===== src/rtl/sar_adc_pkg.sv =====
// Purpose: shared constants and register layouts of the converter sequencer
// Assumes: 16-bit register words, word-indexed register port
// Notes: result words sit at indices RESULT_BASE..RESULT_BASE+15
package sar_adc_pkg;
    // register indices
    localparam logic [4:0] REG_CONTROL_ONE = 5'h00;
    localparam logic [4:0] REG_CONTROL_TWO = 5'h01;
    localparam logic [4:0] REG_CONTROL_THREE = 5'h02;
    localparam logic [4:0] REG_CHANNEL_SELECT = 5'h03;
    localparam logic [4:0] REG_PIN_CONFIG = 5'h04;
    localparam logic [4:0] REG_SCAN_SELECT = 5'h05;
    localparam logic [4:0] REG_IRQ_STATUS = 5'h06;
    localparam logic [4:0] RESULT_BASE = 5'h10;
    localparam int RESULT_ADDR_BIT = 4;

    // reset values
    localparam logic [15:0] RESET_WORD = 16'h0000;
    localparam logic [15:0] PIN_CONFIG_RESET = 16'h0000;

    // trigger source encodings
    localparam logic [2:0] TRIG_SOFTWARE = 3'h0;
    localparam logic [2:0] TRIG_EXTERNAL = 3'h1;
    localparam logic [2:0] TRIG_AUTO = 3'h7;

    // output formats
    localparam logic [1:0] FORM_INTEGER = 2'h0;
    localparam logic [1:0] FORM_SIGNED_INT = 2'h1;
    localparam logic [1:0] FORM_FRACTION = 2'h2;
    localparam logic [1:0] FORM_SIGNED_FRACTION = 2'h3;

    // conversion length in converter clock periods
    localparam logic [3:0] CONVERSION_PERIODS = 4'he;
    localparam logic [11:0] MIDSCALE = 12'h800;
    localparam logic [4:0] MIN_AUTO_CLOCKS = 5'h01;

    typedef struct packed {
        logic module_enable_bit;
        logic [4:0] rsv_hi;
        logic [1:0] output_form;
        logic [2:0] trigger_source_field;
        logic [1:0] rsv_lo;
        logic auto_sample_bit;
        logic sample_control_bit;
        logic done_flag;
    } conv_control_one_t;

    typedef struct packed {
        logic [4:0] rsv_hi;
        logic scan_enable_bit;
        logic [1:0] rsv_mid;
        logic fill_half;
        logic rsv_lo;
        logic [3:0] samples_per_irq_field;
        logic buffer_split_bit;
        logic alternate_input_bit;
    } conv_control_two_t;

    typedef struct packed {
        logic [2:0] rsv_hi;
        logic [4:0] auto_sample_clocks;
        logic rc_clock_select;
        logic rsv_lo;
        logic [5:0] clock_divide_field;
    } conv_control_three_t;

    typedef struct packed {
        logic [3:0] rsv_hi;
        logic [3:0] second_input_set;
        logic [3:0] rsv_lo;
        logic [3:0] first_input_set;
    } input_channel_select_t;

    typedef enum logic [1:0] {
        ST_IDLE = 2'b00,
        ST_SAMPLE = 2'b01,
        ST_CONVERT = 2'b11
    } seq_state_t;
endpackage : sar_adc_pkg


===== src/rtl/sar_adc_sequencer.sv =====
// Purpose: digital sequencer around a 12-bit successive-approximation converter
// Assumes: one sys_clk_in period is half an instruction cycle; the analog macro
//          presents its 12-bit code on conv_data_in, synchronous to sys_clk_in
// Notes: result memory is not cleared by reset, its contents survive
`timescale 1ns/1ns

module sar_adc_sequencer
    import sar_adc_pkg::*;
#(
    parameter int NUM_INPUTS = 16,
    parameter int RESULT_WORDS = 16,
    parameter int RESULT_BITS = 12
) (
    // clock and reset
    input wire logic sys_clk_in,
    input wire logic rst_n_in,
    // register port
    input wire logic [4:0] reg_addr_in,
    input wire logic [15:0] reg_wdata_in,
    input wire logic reg_write_in,
    input wire logic reg_read_in,
    output logic [15:0] reg_rdata_out,
    // trigger sources and rc oscillator clock
    input wire logic timer_trigger_in,
    input wire logic ext_trigger_in,
    input wire logic rc_osc_in,
    // analog macro and interrupt flag
    input wire logic [11:0] conv_data_in,
    output logic [3:0] mux_select_out,
    output logic sample_hold_out,
    output logic convert_active_out,
    output logic conv_clock_tick_out,
    output logic [15:0] pin_digital_enable_out,
    output logic converter_irq_flag_out
);

    if (NUM_INPUTS != 16 || RESULT_WORDS != 16 || RESULT_BITS != 12) begin : g_check
        $error("sequencer supports only 16 inputs, 16 words of 12 bits");
    end

    conv_control_one_t ctrl_one;
    conv_control_two_t ctrl_two;
    conv_control_three_t ctrl_three;
    input_channel_select_t chan_sel;
    logic [15:0] pin_analog_config;
    logic [15:0] scan_input_select;
    logic converter_irq_flag;
    logic [11:0] result_memory [RESULT_WORDS];

    seq_state_t state;
    logic [5:0] div_count;
    logic tad_tick;
    logic [4:0] acq_count;
    logic [3:0] conv_count;
    logic [3:0] sample_index;
    logic use_second_set;
    logic [3:0] scan_pos;
    logic [3:0] scan_channel;
    logic [2:0] sync_a;
    logic [2:0] sync_b;
    logic [1:0] pin_level;
    logic [1:0] pin_level_d;
    logic ext_rise;
    logic rc_rise;

    logic write_one;
    logic write_two;
    logic soft_start;
    logic soft_stop;
    logic acq_end;
    logic conv_done;
    logic seq_complete;
    logic [4:0] auto_clocks;
    logic [3:0] write_index;
    logic run_next;

    assign write_one = reg_write_in && reg_addr_in == REG_CONTROL_ONE;
    assign write_two = reg_write_in && reg_addr_in == REG_CONTROL_TWO;
    assign soft_start = write_one && reg_wdata_in[1] && !ctrl_one.sample_control_bit;
    assign soft_stop = write_one && !reg_wdata_in[1];
    // enable as it stands after this edge: one write may enable and start, and a disable wins at once
    assign run_next = write_one ? reg_wdata_in[15] : ctrl_one.module_enable_bit;

    // pin inputs: three flops, a level change counts once stages two and three agree
    always_ff @(posedge sys_clk_in) begin
        if (!rst_n_in) begin
            sync_a <= 3'h0;
            sync_b <= 3'h0;
            pin_level <= 2'h0;
            pin_level_d <= 2'h0;
        end else begin
            sync_a <= {sync_a[1:0], ext_trigger_in};
            sync_b <= {sync_b[1:0], rc_osc_in};
            if (sync_a[1] == sync_a[2]) begin
                pin_level[0] <= sync_a[2];
            end
            if (sync_b[1] == sync_b[2]) begin
                pin_level[1] <= sync_b[2];
            end
            pin_level_d <= pin_level;
        end
    end

    assign ext_rise = pin_level[0] && !pin_level_d[0];
    assign rc_rise = pin_level[1] && !pin_level_d[1];

    // converter clock: divider of half-cycles, or the rc oscillator edge
    always_ff @(posedge sys_clk_in) begin
        if (!rst_n_in) begin
            div_count <= 6'h00;
        end else if (!ctrl_one.module_enable_bit || div_count == ctrl_three.clock_divide_field) begin
            div_count <= 6'h00;
        end else begin
            div_count <= div_count + 6'h01;
        end
    end

    always_comb begin
        if (!ctrl_one.module_enable_bit) begin
            tad_tick = 1'b0;
        end else if (ctrl_three.rc_clock_select) begin
            tad_tick = rc_rise;
        end else begin
            tad_tick = div_count == ctrl_three.clock_divide_field;
        end
    end

    // next scan input at or above the current position, wrapping to the lowest
    always_comb begin
        scan_channel = 4'h0;
        for (int i = NUM_INPUTS - 1; i >= 0; i--) begin
            if (scan_input_select[i]) begin
                scan_channel = i[3:0];
            end
        end
        for (int i = NUM_INPUTS - 1; i >= 0; i--) begin
            if (scan_input_select[i] && i[3:0] >= scan_pos) begin
                scan_channel = i[3:0];
            end
        end
    end

    assign auto_clocks = (ctrl_three.auto_sample_clocks < MIN_AUTO_CLOCKS) ? MIN_AUTO_CLOCKS
                         : ctrl_three.auto_sample_clocks;

    always_comb begin
        acq_end = 1'b0;
        if (state == ST_SAMPLE && ctrl_one.module_enable_bit) begin
            if (ctrl_one.trigger_source_field == TRIG_SOFTWARE) begin
                acq_end = soft_stop;
            end else if (ctrl_one.trigger_source_field == TRIG_AUTO) begin
                acq_end = tad_tick && acq_count + 5'h01 >= auto_clocks;
            end else if (ctrl_one.trigger_source_field == TRIG_EXTERNAL) begin
                acq_end = ext_rise;
            end else begin
                acq_end = timer_trigger_in;
            end
        end
    end

    assign conv_done = state == ST_CONVERT && ctrl_one.module_enable_bit && tad_tick
                       && conv_count == CONVERSION_PERIODS - 4'h1;
    assign seq_complete = conv_done && sample_index == ctrl_two.samples_per_irq_field;
    assign write_index = ctrl_two.buffer_split_bit ? {ctrl_two.fill_half, sample_index[2:0]}
                         : sample_index;

    // sequencer state
    always_ff @(posedge sys_clk_in) begin
        if (!rst_n_in) begin
            state <= ST_IDLE;
        end else if (!run_next) begin
            state <= ST_IDLE;
        end else begin
            case (state)
                ST_IDLE: begin
                    if (soft_start) begin
                        state <= ST_SAMPLE;
                    end
                end
                ST_SAMPLE: begin
                    if (acq_end) begin
                        state <= ST_CONVERT;
                    end
                end
                ST_CONVERT: begin
                    if (conv_done) begin
                        state <= ctrl_one.auto_sample_bit ? ST_SAMPLE : ST_IDLE;
                    end
                end
                default: begin
                    state <= ST_IDLE;
                end
            endcase
        end
    end

    // acquisition and conversion period counters
    always_ff @(posedge sys_clk_in) begin
        if (!rst_n_in) begin
            acq_count <= 5'h00;
            conv_count <= 4'h0;
        end else begin
            if (state != ST_SAMPLE) begin
                acq_count <= 5'h00;
            end else if (tad_tick) begin
                acq_count <= acq_count + 5'h01;
            end
            if (state != ST_CONVERT) begin
                conv_count <= 4'h0;
            end else if (tad_tick) begin
                conv_count <= conv_count + 4'h1;
            end
        end
    end

    // sample position, input set alternation and scan position
    always_ff @(posedge sys_clk_in) begin
        if (!rst_n_in) begin
            sample_index <= 4'h0;
            use_second_set <= 1'b0;
            scan_pos <= 4'h0;
        end else if (!ctrl_one.module_enable_bit) begin
            sample_index <= 4'h0;
            use_second_set <= 1'b0;
            scan_pos <= 4'h0;
        end else if (seq_complete) begin
            sample_index <= 4'h0;
            use_second_set <= 1'b0;
            scan_pos <= 4'h0;
        end else if (conv_done) begin
            sample_index <= sample_index + 4'h1;
            use_second_set <= ctrl_two.alternate_input_bit && !use_second_set;
            if (ctrl_two.scan_enable_bit && !use_second_set) begin
                scan_pos <= scan_channel + 4'h1;
            end
        end
    end

    // results go in only when a conversion runs to its end
    always_ff @(posedge sys_clk_in) begin
        if (conv_done) begin
            result_memory[write_index] <= conv_data_in;
        end
    end

    // analog-side outputs
    always_ff @(posedge sys_clk_in) begin
        if (!rst_n_in) begin
            mux_select_out <= 4'h0;
            sample_hold_out <= 1'b0;
            convert_active_out <= 1'b0;
            conv_clock_tick_out <= 1'b0;
            pin_digital_enable_out <= ~PIN_CONFIG_RESET;
        end else begin
            if (use_second_set) begin
                mux_select_out <= chan_sel.second_input_set;
            end else if (ctrl_two.scan_enable_bit) begin
                mux_select_out <= scan_channel;
            end else begin
                mux_select_out <= chan_sel.first_input_set;
            end
            sample_hold_out <= state == ST_SAMPLE;
            convert_active_out <= state == ST_CONVERT;
            conv_clock_tick_out <= tad_tick;
            pin_digital_enable_out <= ~pin_analog_config;
        end
    end

    assign converter_irq_flag_out = converter_irq_flag;

    // control register one; hardware owns sample control and done
    always_ff @(posedge sys_clk_in) begin
        if (!rst_n_in) begin
            ctrl_one <= RESET_WORD;
        end else begin
            if (write_one) begin
                ctrl_one.module_enable_bit <= reg_wdata_in[15];
                ctrl_one.output_form <= reg_wdata_in[9:8];
                ctrl_one.trigger_source_field <= reg_wdata_in[7:5];
                ctrl_one.auto_sample_bit <= reg_wdata_in[2];
            end
            if (!run_next) begin
                ctrl_one.sample_control_bit <= 1'b0;
            end else if (conv_done && ctrl_one.auto_sample_bit) begin
                ctrl_one.sample_control_bit <= 1'b1;
            end else if (acq_end) begin
                ctrl_one.sample_control_bit <= 1'b0;
            end else if (write_one && state != ST_CONVERT) begin
                ctrl_one.sample_control_bit <= reg_wdata_in[1];
            end
            // set wins over the clear at a new start
            if (seq_complete) begin
                ctrl_one.done_flag <= 1'b1;
            end else if (soft_start) begin
                ctrl_one.done_flag <= 1'b0;
            end
        end
    end

    // control register two; the half being filled is hardware state
    always_ff @(posedge sys_clk_in) begin
        if (!rst_n_in) begin
            ctrl_two <= RESET_WORD;
        end else begin
            if (write_two) begin
                ctrl_two.scan_enable_bit <= reg_wdata_in[10];
                ctrl_two.samples_per_irq_field <= reg_wdata_in[5:2];
                ctrl_two.buffer_split_bit <= reg_wdata_in[1];
                ctrl_two.alternate_input_bit <= reg_wdata_in[0];
            end
            if (!ctrl_one.module_enable_bit) begin
                ctrl_two.fill_half <= 1'b0;
            end else if (seq_complete && ctrl_two.buffer_split_bit) begin
                ctrl_two.fill_half <= !ctrl_two.fill_half;
            end
        end
    end

    // remaining configuration registers; software keeps them still while enabled
    always_ff @(posedge sys_clk_in) begin
        if (!rst_n_in) begin
            ctrl_three <= RESET_WORD;
            chan_sel <= RESET_WORD;
            pin_analog_config <= PIN_CONFIG_RESET;
            scan_input_select <= RESET_WORD;
        end else if (reg_write_in) begin
            if (reg_addr_in == REG_CONTROL_THREE) begin
                ctrl_three.auto_sample_clocks <= reg_wdata_in[12:8];
                ctrl_three.rc_clock_select <= reg_wdata_in[7];
                ctrl_three.clock_divide_field <= reg_wdata_in[5:0];
            end else if (reg_addr_in == REG_CHANNEL_SELECT) begin
                chan_sel.second_input_set <= reg_wdata_in[11:8];
                chan_sel.first_input_set <= reg_wdata_in[3:0];
            end else if (reg_addr_in == REG_PIN_CONFIG) begin
                pin_analog_config <= reg_wdata_in;
            end else if (reg_addr_in == REG_SCAN_SELECT) begin
                scan_input_select <= reg_wdata_in;
            end
        end
    end

    // interrupt flag: software writes zero to clear, a new event wins
    always_ff @(posedge sys_clk_in) begin
        if (!rst_n_in) begin
            converter_irq_flag <= 1'b0;
        end else if (seq_complete) begin
            converter_irq_flag <= 1'b1;
        end else if (reg_write_in && reg_addr_in == REG_IRQ_STATUS && !reg_wdata_in[0]) begin
            converter_irq_flag <= 1'b0;
        end
    end

    // read formatting
    function automatic logic [15:0] format_result(input logic [11:0] code, input logic [1:0] form);
        logic [11:0] offset;
        offset = code ^ MIDSCALE;
        case (form)
            FORM_INTEGER: format_result = {4'h0, code};
            FORM_SIGNED_INT: format_result = {{4{offset[11]}}, offset};
            FORM_FRACTION: format_result = {code, 4'h0};
            default: format_result = {offset, 4'h0};
        endcase
    endfunction : format_result

    // read data stand one cycle after the read strobe, zero otherwise
    always_ff @(posedge sys_clk_in) begin
        if (!rst_n_in || !reg_read_in) begin
            reg_rdata_out <= 16'h0000;
        end else if (reg_addr_in[RESULT_ADDR_BIT]) begin
            reg_rdata_out <= format_result(result_memory[reg_addr_in[3:0]], ctrl_one.output_form);
        end else if (reg_addr_in == REG_CONTROL_ONE) begin
            reg_rdata_out <= ctrl_one & 16'h87e7;
        end else if (reg_addr_in == REG_CONTROL_TWO) begin
            reg_rdata_out <= ctrl_two & 16'h04bf;
        end else if (reg_addr_in == REG_CONTROL_THREE) begin
            reg_rdata_out <= ctrl_three & 16'h1fbf;
        end else if (reg_addr_in == REG_CHANNEL_SELECT) begin
            reg_rdata_out <= chan_sel & 16'h0f0f;
        end else if (reg_addr_in == REG_PIN_CONFIG) begin
            reg_rdata_out <= pin_analog_config;
        end else if (reg_addr_in == REG_SCAN_SELECT) begin
            reg_rdata_out <= scan_input_select;
        end else if (reg_addr_in == REG_IRQ_STATUS) begin
            reg_rdata_out <= {15'h0000, converter_irq_flag};
        end else begin
            reg_rdata_out <= 16'h0000;
        end
    end

endmodule : sar_adc_sequencer


===== config.mk =====
export PLATFORM = sky130hd
export DESIGN_NAME = sar_adc_sequencer
export DESIGN_NICKNAME = d
export VERILOG_FILES = /design/src/rtl/sar_adc_pkg.sv /design/src/rtl/sar_adc_sequencer.sv
export SDC_FILE = /design/constraint.sdc
export NUM_CORES = 1
export LEC_CHECK = 0
export ABC_AREA = 1
export BUFFER_PORTS_ARGS = -buffer_cell sky130_fd_sc_hd__buf_2
export CORE_AREA = 2 2 188 190
export DETAILED_ROUTE_END_ITERATION = 6
export DIE_AREA = 0 0 190 192
export PLACE_DENSITY_LB_ADDON = 0.15
export SLEW_MARGIN = 20
export SYNTH_ARGS = -nofsm -noshare
export SYNTH_HDL_FRONTEND = slang
export SYNTH_SLANG_ARGS = --single-unit

===== constraint.sdc =====
create_clock -name sys_clk_in -period 6.44 [get_ports sys_clk_in]
set_input_delay 0.322 -clock sys_clk_in [delete_from_list [all_inputs] [get_ports sys_clk_in]]
set_output_delay 0.322 -clock sys_clk_in [all_outputs]
set_load 0.02 [all_outputs]

After elaboration in Yosys (flattened, before gate mapping):

Memories as Yosys holds them, arrays and structs flattened.
Cells that the tools add are included.
W data, S select, Z words.

* bits in registers: 145
* bits in writable memories: 192
* input bits: 40
* logic and storage cells: 223
* memories kept: 1

* add/sub/neg operators: 5
* magnitude comparators: 18
* equal/unequal tests: 22
* mux-type cells: 66
* bitwise gates (word level): 7
* reduce and logical (&&, ||, !) cells: 67

Memory list
* result_memory: words 16, bits a word 12, read ports 1, clocked after memory_dff 0, write ports 1, RTL line sar_adc_sequencer.sv:48 `logic [11:0] result_memory [RESULT_WORDS];`

Operators by type and width (number)
* $mux W4: 35
* $mux W16: 7
* $pmux W16 S3: 1
* $logic_and A1 B1 Y1: 36
* $ge A4 B4 Y1 const A: 8
* $mux W1: 18
* $ge A3 B4 Y1 const A: 4
* $not A16 Y16: 1
* $eq A5 B3 Y1 const B: 3
* $add A4 B1 Y4 const B: 3
* $eq A5 B2 Y1 const B: 2
* $logic_not A1 Y1: 10
* $ge A1 B4 Y1 const A: 2
* $ge A2 B4 Y1 const A: 2
* $ne A2 B2 Y1 const B: 4
* $reduce_and A2 Y1: 4
* $add A6 B1 Y6 const B: 1
* $eq A6 B6 Y1: 1
* $mux W2: 3
* $not A1 Y1: 6
* $pmux W2 S3: 1
* $reduce_and A3 Y1: 2
* $reduce_or A2 Y1: 3
* $add A5 B1 Y5 const B: 1
* 21 further kinds: 27

Depth between registers and ports, before layout:

* word-level depth: 34
* gate-level depth with buffers: 30

Least setup slack after synthesis:

OpenSTA, ideal clock, no wires.

* path type: reg2reg
* start point: register div_count[0]
* end point: memory result_memory[15][0], enable pin
* setup time: 0.396 ns
* arrival: 2.460 ns
* setup slack: 3.583 ns
* cell stages (with the launch flop): 12
* buffers on the path: 0
* clock period less this slack: 2.857 ns
* cell sequence: dfxtp_1 -> xnor2_1 -> nand2_1 -> nor3_2 -> nand2_1 -> o21ai_2 -> nand2_4 -> nor3_4 -> inv_4 -> nor2_1 -> inv_1 -> nor3_1

* word-level cells in the longest chain between the ends: 7

RTL lines
* start, declared: RTL line sar_adc_sequencer.sv:51 `logic [5:0] div_count;`
* start signal, assigned: RTL line sar_adc_sequencer.sv:114 `div_count <= div_count + 6'h01;`
* $eq A6 B6 Y1: RTL line sar_adc_sequencer.sv:124 `tad_tick = div_count == ctrl_three.clock_divide_field;`
* $mux W1: RTL line sar_adc_sequencer.sv:121 `end else if (ctrl_three.rc_clock_select) begin`
* $mux W1: RTL line sar_adc_sequencer.sv:119 `if (!ctrl_one.module_enable_bit) begin`
* $logic_and A1 B1 Y1: RTL line sar_adc_sequencer.sv:161 `assign conv_done = state == ST_CONVERT && ctrl_one.module_enable_bit && tad_tick`
* $logic_and A1 B1 Y1: RTL line sar_adc_sequencer.sv:162 `&& conv_count == CONVERSION_PERIODS - 4'h1;`
* $mux W1: RTL line sar_adc_sequencer.sv:241 `if (conv_done) begin`
* $mux W1 (not written as such): RTL line sar_adc_sequencer.sv:242 `result_memory[write_index] <= conv_data_in;`
* end, declared: RTL line sar_adc_sequencer.sv:48

No other way between the ends.

Worst setup path after layout:

* start point: register div_count[0]
* end point: memory result_memory[3][7], enable pin

The elaborated chain is that of the path after synthesis.

==> flow_summary.toml <==
[clocking]
path_clk_slew_ns = 0.06
cts_tree = "yes"
cts_num_sinks = 337
worstSkewPairLatency_ns = 0.53
cts-resized-gates = 0
cts_inserted_buffers = 37
clock-root-buffer = "sky130_fd_sc_hd__clkbuf_16"
max-clock-path-buffers = 3
cts_max_level = 2

[logic_synthesis]
synth-async-reset-ratio_pct = 0
post_synth_instance_area_um2 = 13600
synth_top_flop_cell = "sky130_fd_sc_hd__edfxtp_1"
synth_area_per_cell_um2 = 10.3
yosys.area.top_type = "sky130_fd_sc_hd__edfxtp_1"
synth_top_area_share_pct = 42.3
synth_area_leaders = "sky130_fd_sc_hd__edfxtp_1 (42%), sky130_fd_sc_hd__dfxtp_1 (21%), sky130_fd_sc_hd__nand2_1 (6.0%)"
synth_enable_flop_cells = 192
yosysSeqAreaShare_pct = 63.6
post_synth_inst_count = 1324
yosysWarnings = 0
synthDistinctLibCells = 48
synth_net_count = 1378
synth-seq-cells = 337

[power]
power_frac_seq_pct = 49.9
power.density_nw_per_um2 = 291
p_clk_share_pct = 45.0
vdd_drop_max_uv = 208
combinationalPowerShare_pct = 5.1
power.internal_w = 0.00355
total_switching_power_w = 0.00103
p_leak_nw = 5.85
sw_frac_of_total_pct = 22.5

[worst_setup_path]
critical_path_arrival_ns = 3.42
setup.worst_path.end_class = "flip-flop"
critPathLaunchType = "flip-flop"
critical_path_peak_fanout = 12
critical-path-max-stage-delay_ns = 0.84
timing.critical_path.cells = "xnor2_1, nand2_1, nor3_2, nand2_1, o21ai_2, nand2_4, nor3_4, inv_4, nor2_1, inv_1, nor2_1"
worstSetupPathType = "flip-flop to flip-flop"
cpMaxStageDelayCell = "sky130_fd_sc_hd__nor2_1"
critPathRequiredTime_ns = 6.58

[timing]
rsz0062_at_grt = "no"
count_of_final_hold_check_violations = 0
min_period_over_period_pct = 50.9
fin_skew_ns = 0.0152
timing_worst_slew_pin_value_ns = 1.09
fmax_mhz = 305
layout_min_cycle_time_ns = 3.27
setup_tns_ns = 0
slew_headroom_pct = 26.7
finalHoldWorstSlack_ns = 0.111
maxSlewViolCount = 0
final-setup-viol-count = 0

[layout]
area_growth_pct = 15.5
layout_common_cells = "sky130_fd_sc_hd__nand2_1 (216), sky130_fd_sc_hd__edfxtp_1 (192), sky130_fd_sc_hd__dfxtp_1 (145)"
final_std_cells_w_o_fill = 1888
multi_input_gate_area_um2 = 4250
fin_area_um2 = 15700
filler_cell_count = 3294
most_frequent_standard_cell_in_the_layout_excluding_fill_and_tap_cells = "sky130_fd_sc_hd__nand2_1"
antenna_cells_inserted = 0
drive_above_1_share_pct = 12.7
ff_latch_area_um2 = 8670
finalNetCount = 1459
final_core_util_pct = 45.9

[floorplanning]
i_o_pin_count = 80
die-area_um2 = 36500
placement_row_count = 68
initial_utilization_pct = 39.7
vertical_extent_of_the_die_um = 192
core_region_area_um2 = 34300
die-width_um = 190

[drt]
via_per_inst = 5.32
drtAntennaViolNets = 0
via_count = 10100
drt-pass1-iter-count = 5
m1WireLength_um = 16400
detail_route.iter0.violations = 809
met3_length_um = 2400
drt-total-wl_um = 38300
dr_top_layer = "met4"
post-route-drc-count = 0
post_drt_wl_per_cell_um = 20.3
met2RoutedLength_um = 18600

[global_route]
global_route.overflow_total = 0
first_pass_grt_wire_length_um = 57500
grt_usage_pct = 20.9
grt_antenna_before_repair = 0
grt_max_degree = 83
grt_pass1_vias = 9662

[placement]
place.gp.congestion = 0.869
place_area_um2 = 14500
placedCellCount = 1819
place.detailed.hpwl_um = 26300
port_buffer_cells = 79

[job]
cap_viol_max_count = 0

[worst_hold_path]
timing.hold.worst.class = "primary input to flip-flop"

[outcome]
outcome = "finished, final reports clean"
cells by family (layout without fill, tap and decap cells):
| family | after synthesis | count (layout) | synth area share [%] |
|---|---|---|---|
| adder cells (fa/ha/maj) | 14 | 14 | 1.29 |
| buffers and inverters | 197 | 306 | 5.51 |
| flip-flops | 337 | 337 | 63.6 |
| AND/OR/NAND/NOR | 410 | 410 | 12.9 |
| XOR/XNOR | 12 | 12 | 0.771 |
| AO/OA/AOI/OAI | 354 | 354 | 15.9 |
Yosys cell counts (5+ instances only):
library cell	n
sky130_fd_sc_hd__o221ai_1	8
sky130_fd_sc_hd__o22ai_1	7
sky130_fd_sc_hd__nand4_1	9
sky130_fd_sc_hd__o21ai_0	92
sky130_fd_sc_hd__or2_2	5
sky130_fd_sc_hd__buf_2	7
sky130_fd_sc_hd__nand2_1	216
sky130_fd_sc_hd__ha_1	14
sky130_fd_sc_hd__inv_1	138
sky130_fd_sc_hd__edfxtp_1	192
sky130_fd_sc_hd__nor2_1	79
sky130_fd_sc_hd__a22oi_1	82
sky130_fd_sc_hd__nand3_1	69
sky130_fd_sc_hd__a31oi_1	8
sky130_fd_sc_hd__a21oi_1	111
sky130_fd_sc_hd__a221oi_1	7
sky130_fd_sc_hd__a211oi_1	6
sky130_fd_sc_hd__clkbuf_1	43
sky130_fd_sc_hd__xnor2_1	9
sky130_fd_sc_hd__nor3_1	14
sky130_fd_sc_hd__o211ai_1	14
sky130_fd_sc_hd__dfxtp_1	145
repair_timing:
action                     4_1_cts  5_1_grt
hold endpoints to repair         2        0
hold buffers                     2        0
buffers inserted                 0        0
setup endpoints to repair        0        0
critical path, delay by kind of cell, from the launching register on:
kind,cells,cell delay [ns]
flops,1,0.42
xor+xnor,1,0.14
simple gates,7,1.95
buf+inv,2,0.28
compound gates,1,0.09
worst paths after layout:
check	to	from	slack (ns)	cells after the start
worst max register to register	result_memory[3][7]$_DFFE_PP_	div_count[0]$_SDFF_PP0_	3.17	11
worst max-delay path	result_memory[3][7]$_DFFE_PP_	div_count[0]$_SDFF_PP0_	3.17	11
worst min-delay path	pin_analog_config[14]$_SDFFE_PN0P_	reg_wdata_in[14]	0.11	3
worst min register to register	pin_digital_enable_out[10]$_SDFF_PN1_	pin_analog_config[10]$_SDFFE_PN0P_	0.38	1
stage by stage:
| stage | setup WS (ns) | power [W] |
|---|---|---|
| floorplan | 3.58 | 0.00246 |
| global placement | 3.14 | 0.00257 |
| detailed placement | 2.98 | 0.00257 |
| CTS | 3.10 | 0.00464 |
| global route | 2.84 | 0.00473 |
| finish | 3.17 | 0.00459 |
per-layer routing:
| layer | up-vias | global-route usage (%) |
|---|---|---|
| li1 | 4821 | - |
| met2 | 337 | 36.0 |
| met3 | 63 | 2.98 |
| met4 | 0 | 6.17 |
| met5 | - | 0 |
| met1 | 4832 | 27.4 |
state kept, by name, summed over array words and instances, names as in the netlist, 3 cells and up:
| register | cells |
|---|---|
| sync_a | 3 |
| div_count | 6 |
| acq_count | 5 |
| chan_sel | 8 |
| sync_b | 3 |
| scan_input_select | 16 |
| pin_analog_config | 16 |
| result_memory | 192 |
| reg_rdata_out | 16 |
| sample_index | 4 |
| ctrl_one | 9 |
| mux_select_out | 4 |
| scan_pos | 4 |
| pin_digital_enable_out | 16 |
| conv_count | 4 |
| ctrl_two | 8 |
| ctrl_three | 12 |
power groups by stage:
stage | Combinational (W) | Clock, W | Sequential, W
floorplan | 0.000123 | 0 | 0.00234
global placement | 0.000232 | 0 | 0.00233
detailed placement | 0.000233 | 0 | 0.00233
CTS | 0.000235 | 0.00211 | 0.00229
global route | 0.000257 | 0.00219 | 0.00229
finish | 0.000235 | 0.00206 | 0.00229
final cells by class:
class | instances | area share, %
inverter | 143 | 3.43
tap | 455 | 3.62
clock buffer | 43 | 6.15
clock inverter | 24 | 1.37
sequential | 337 | 55.1
multi-input combinational | 790 | 27.0
timing repair buffer | 96 | 3.35
Power figures use the tool's default switching activity.
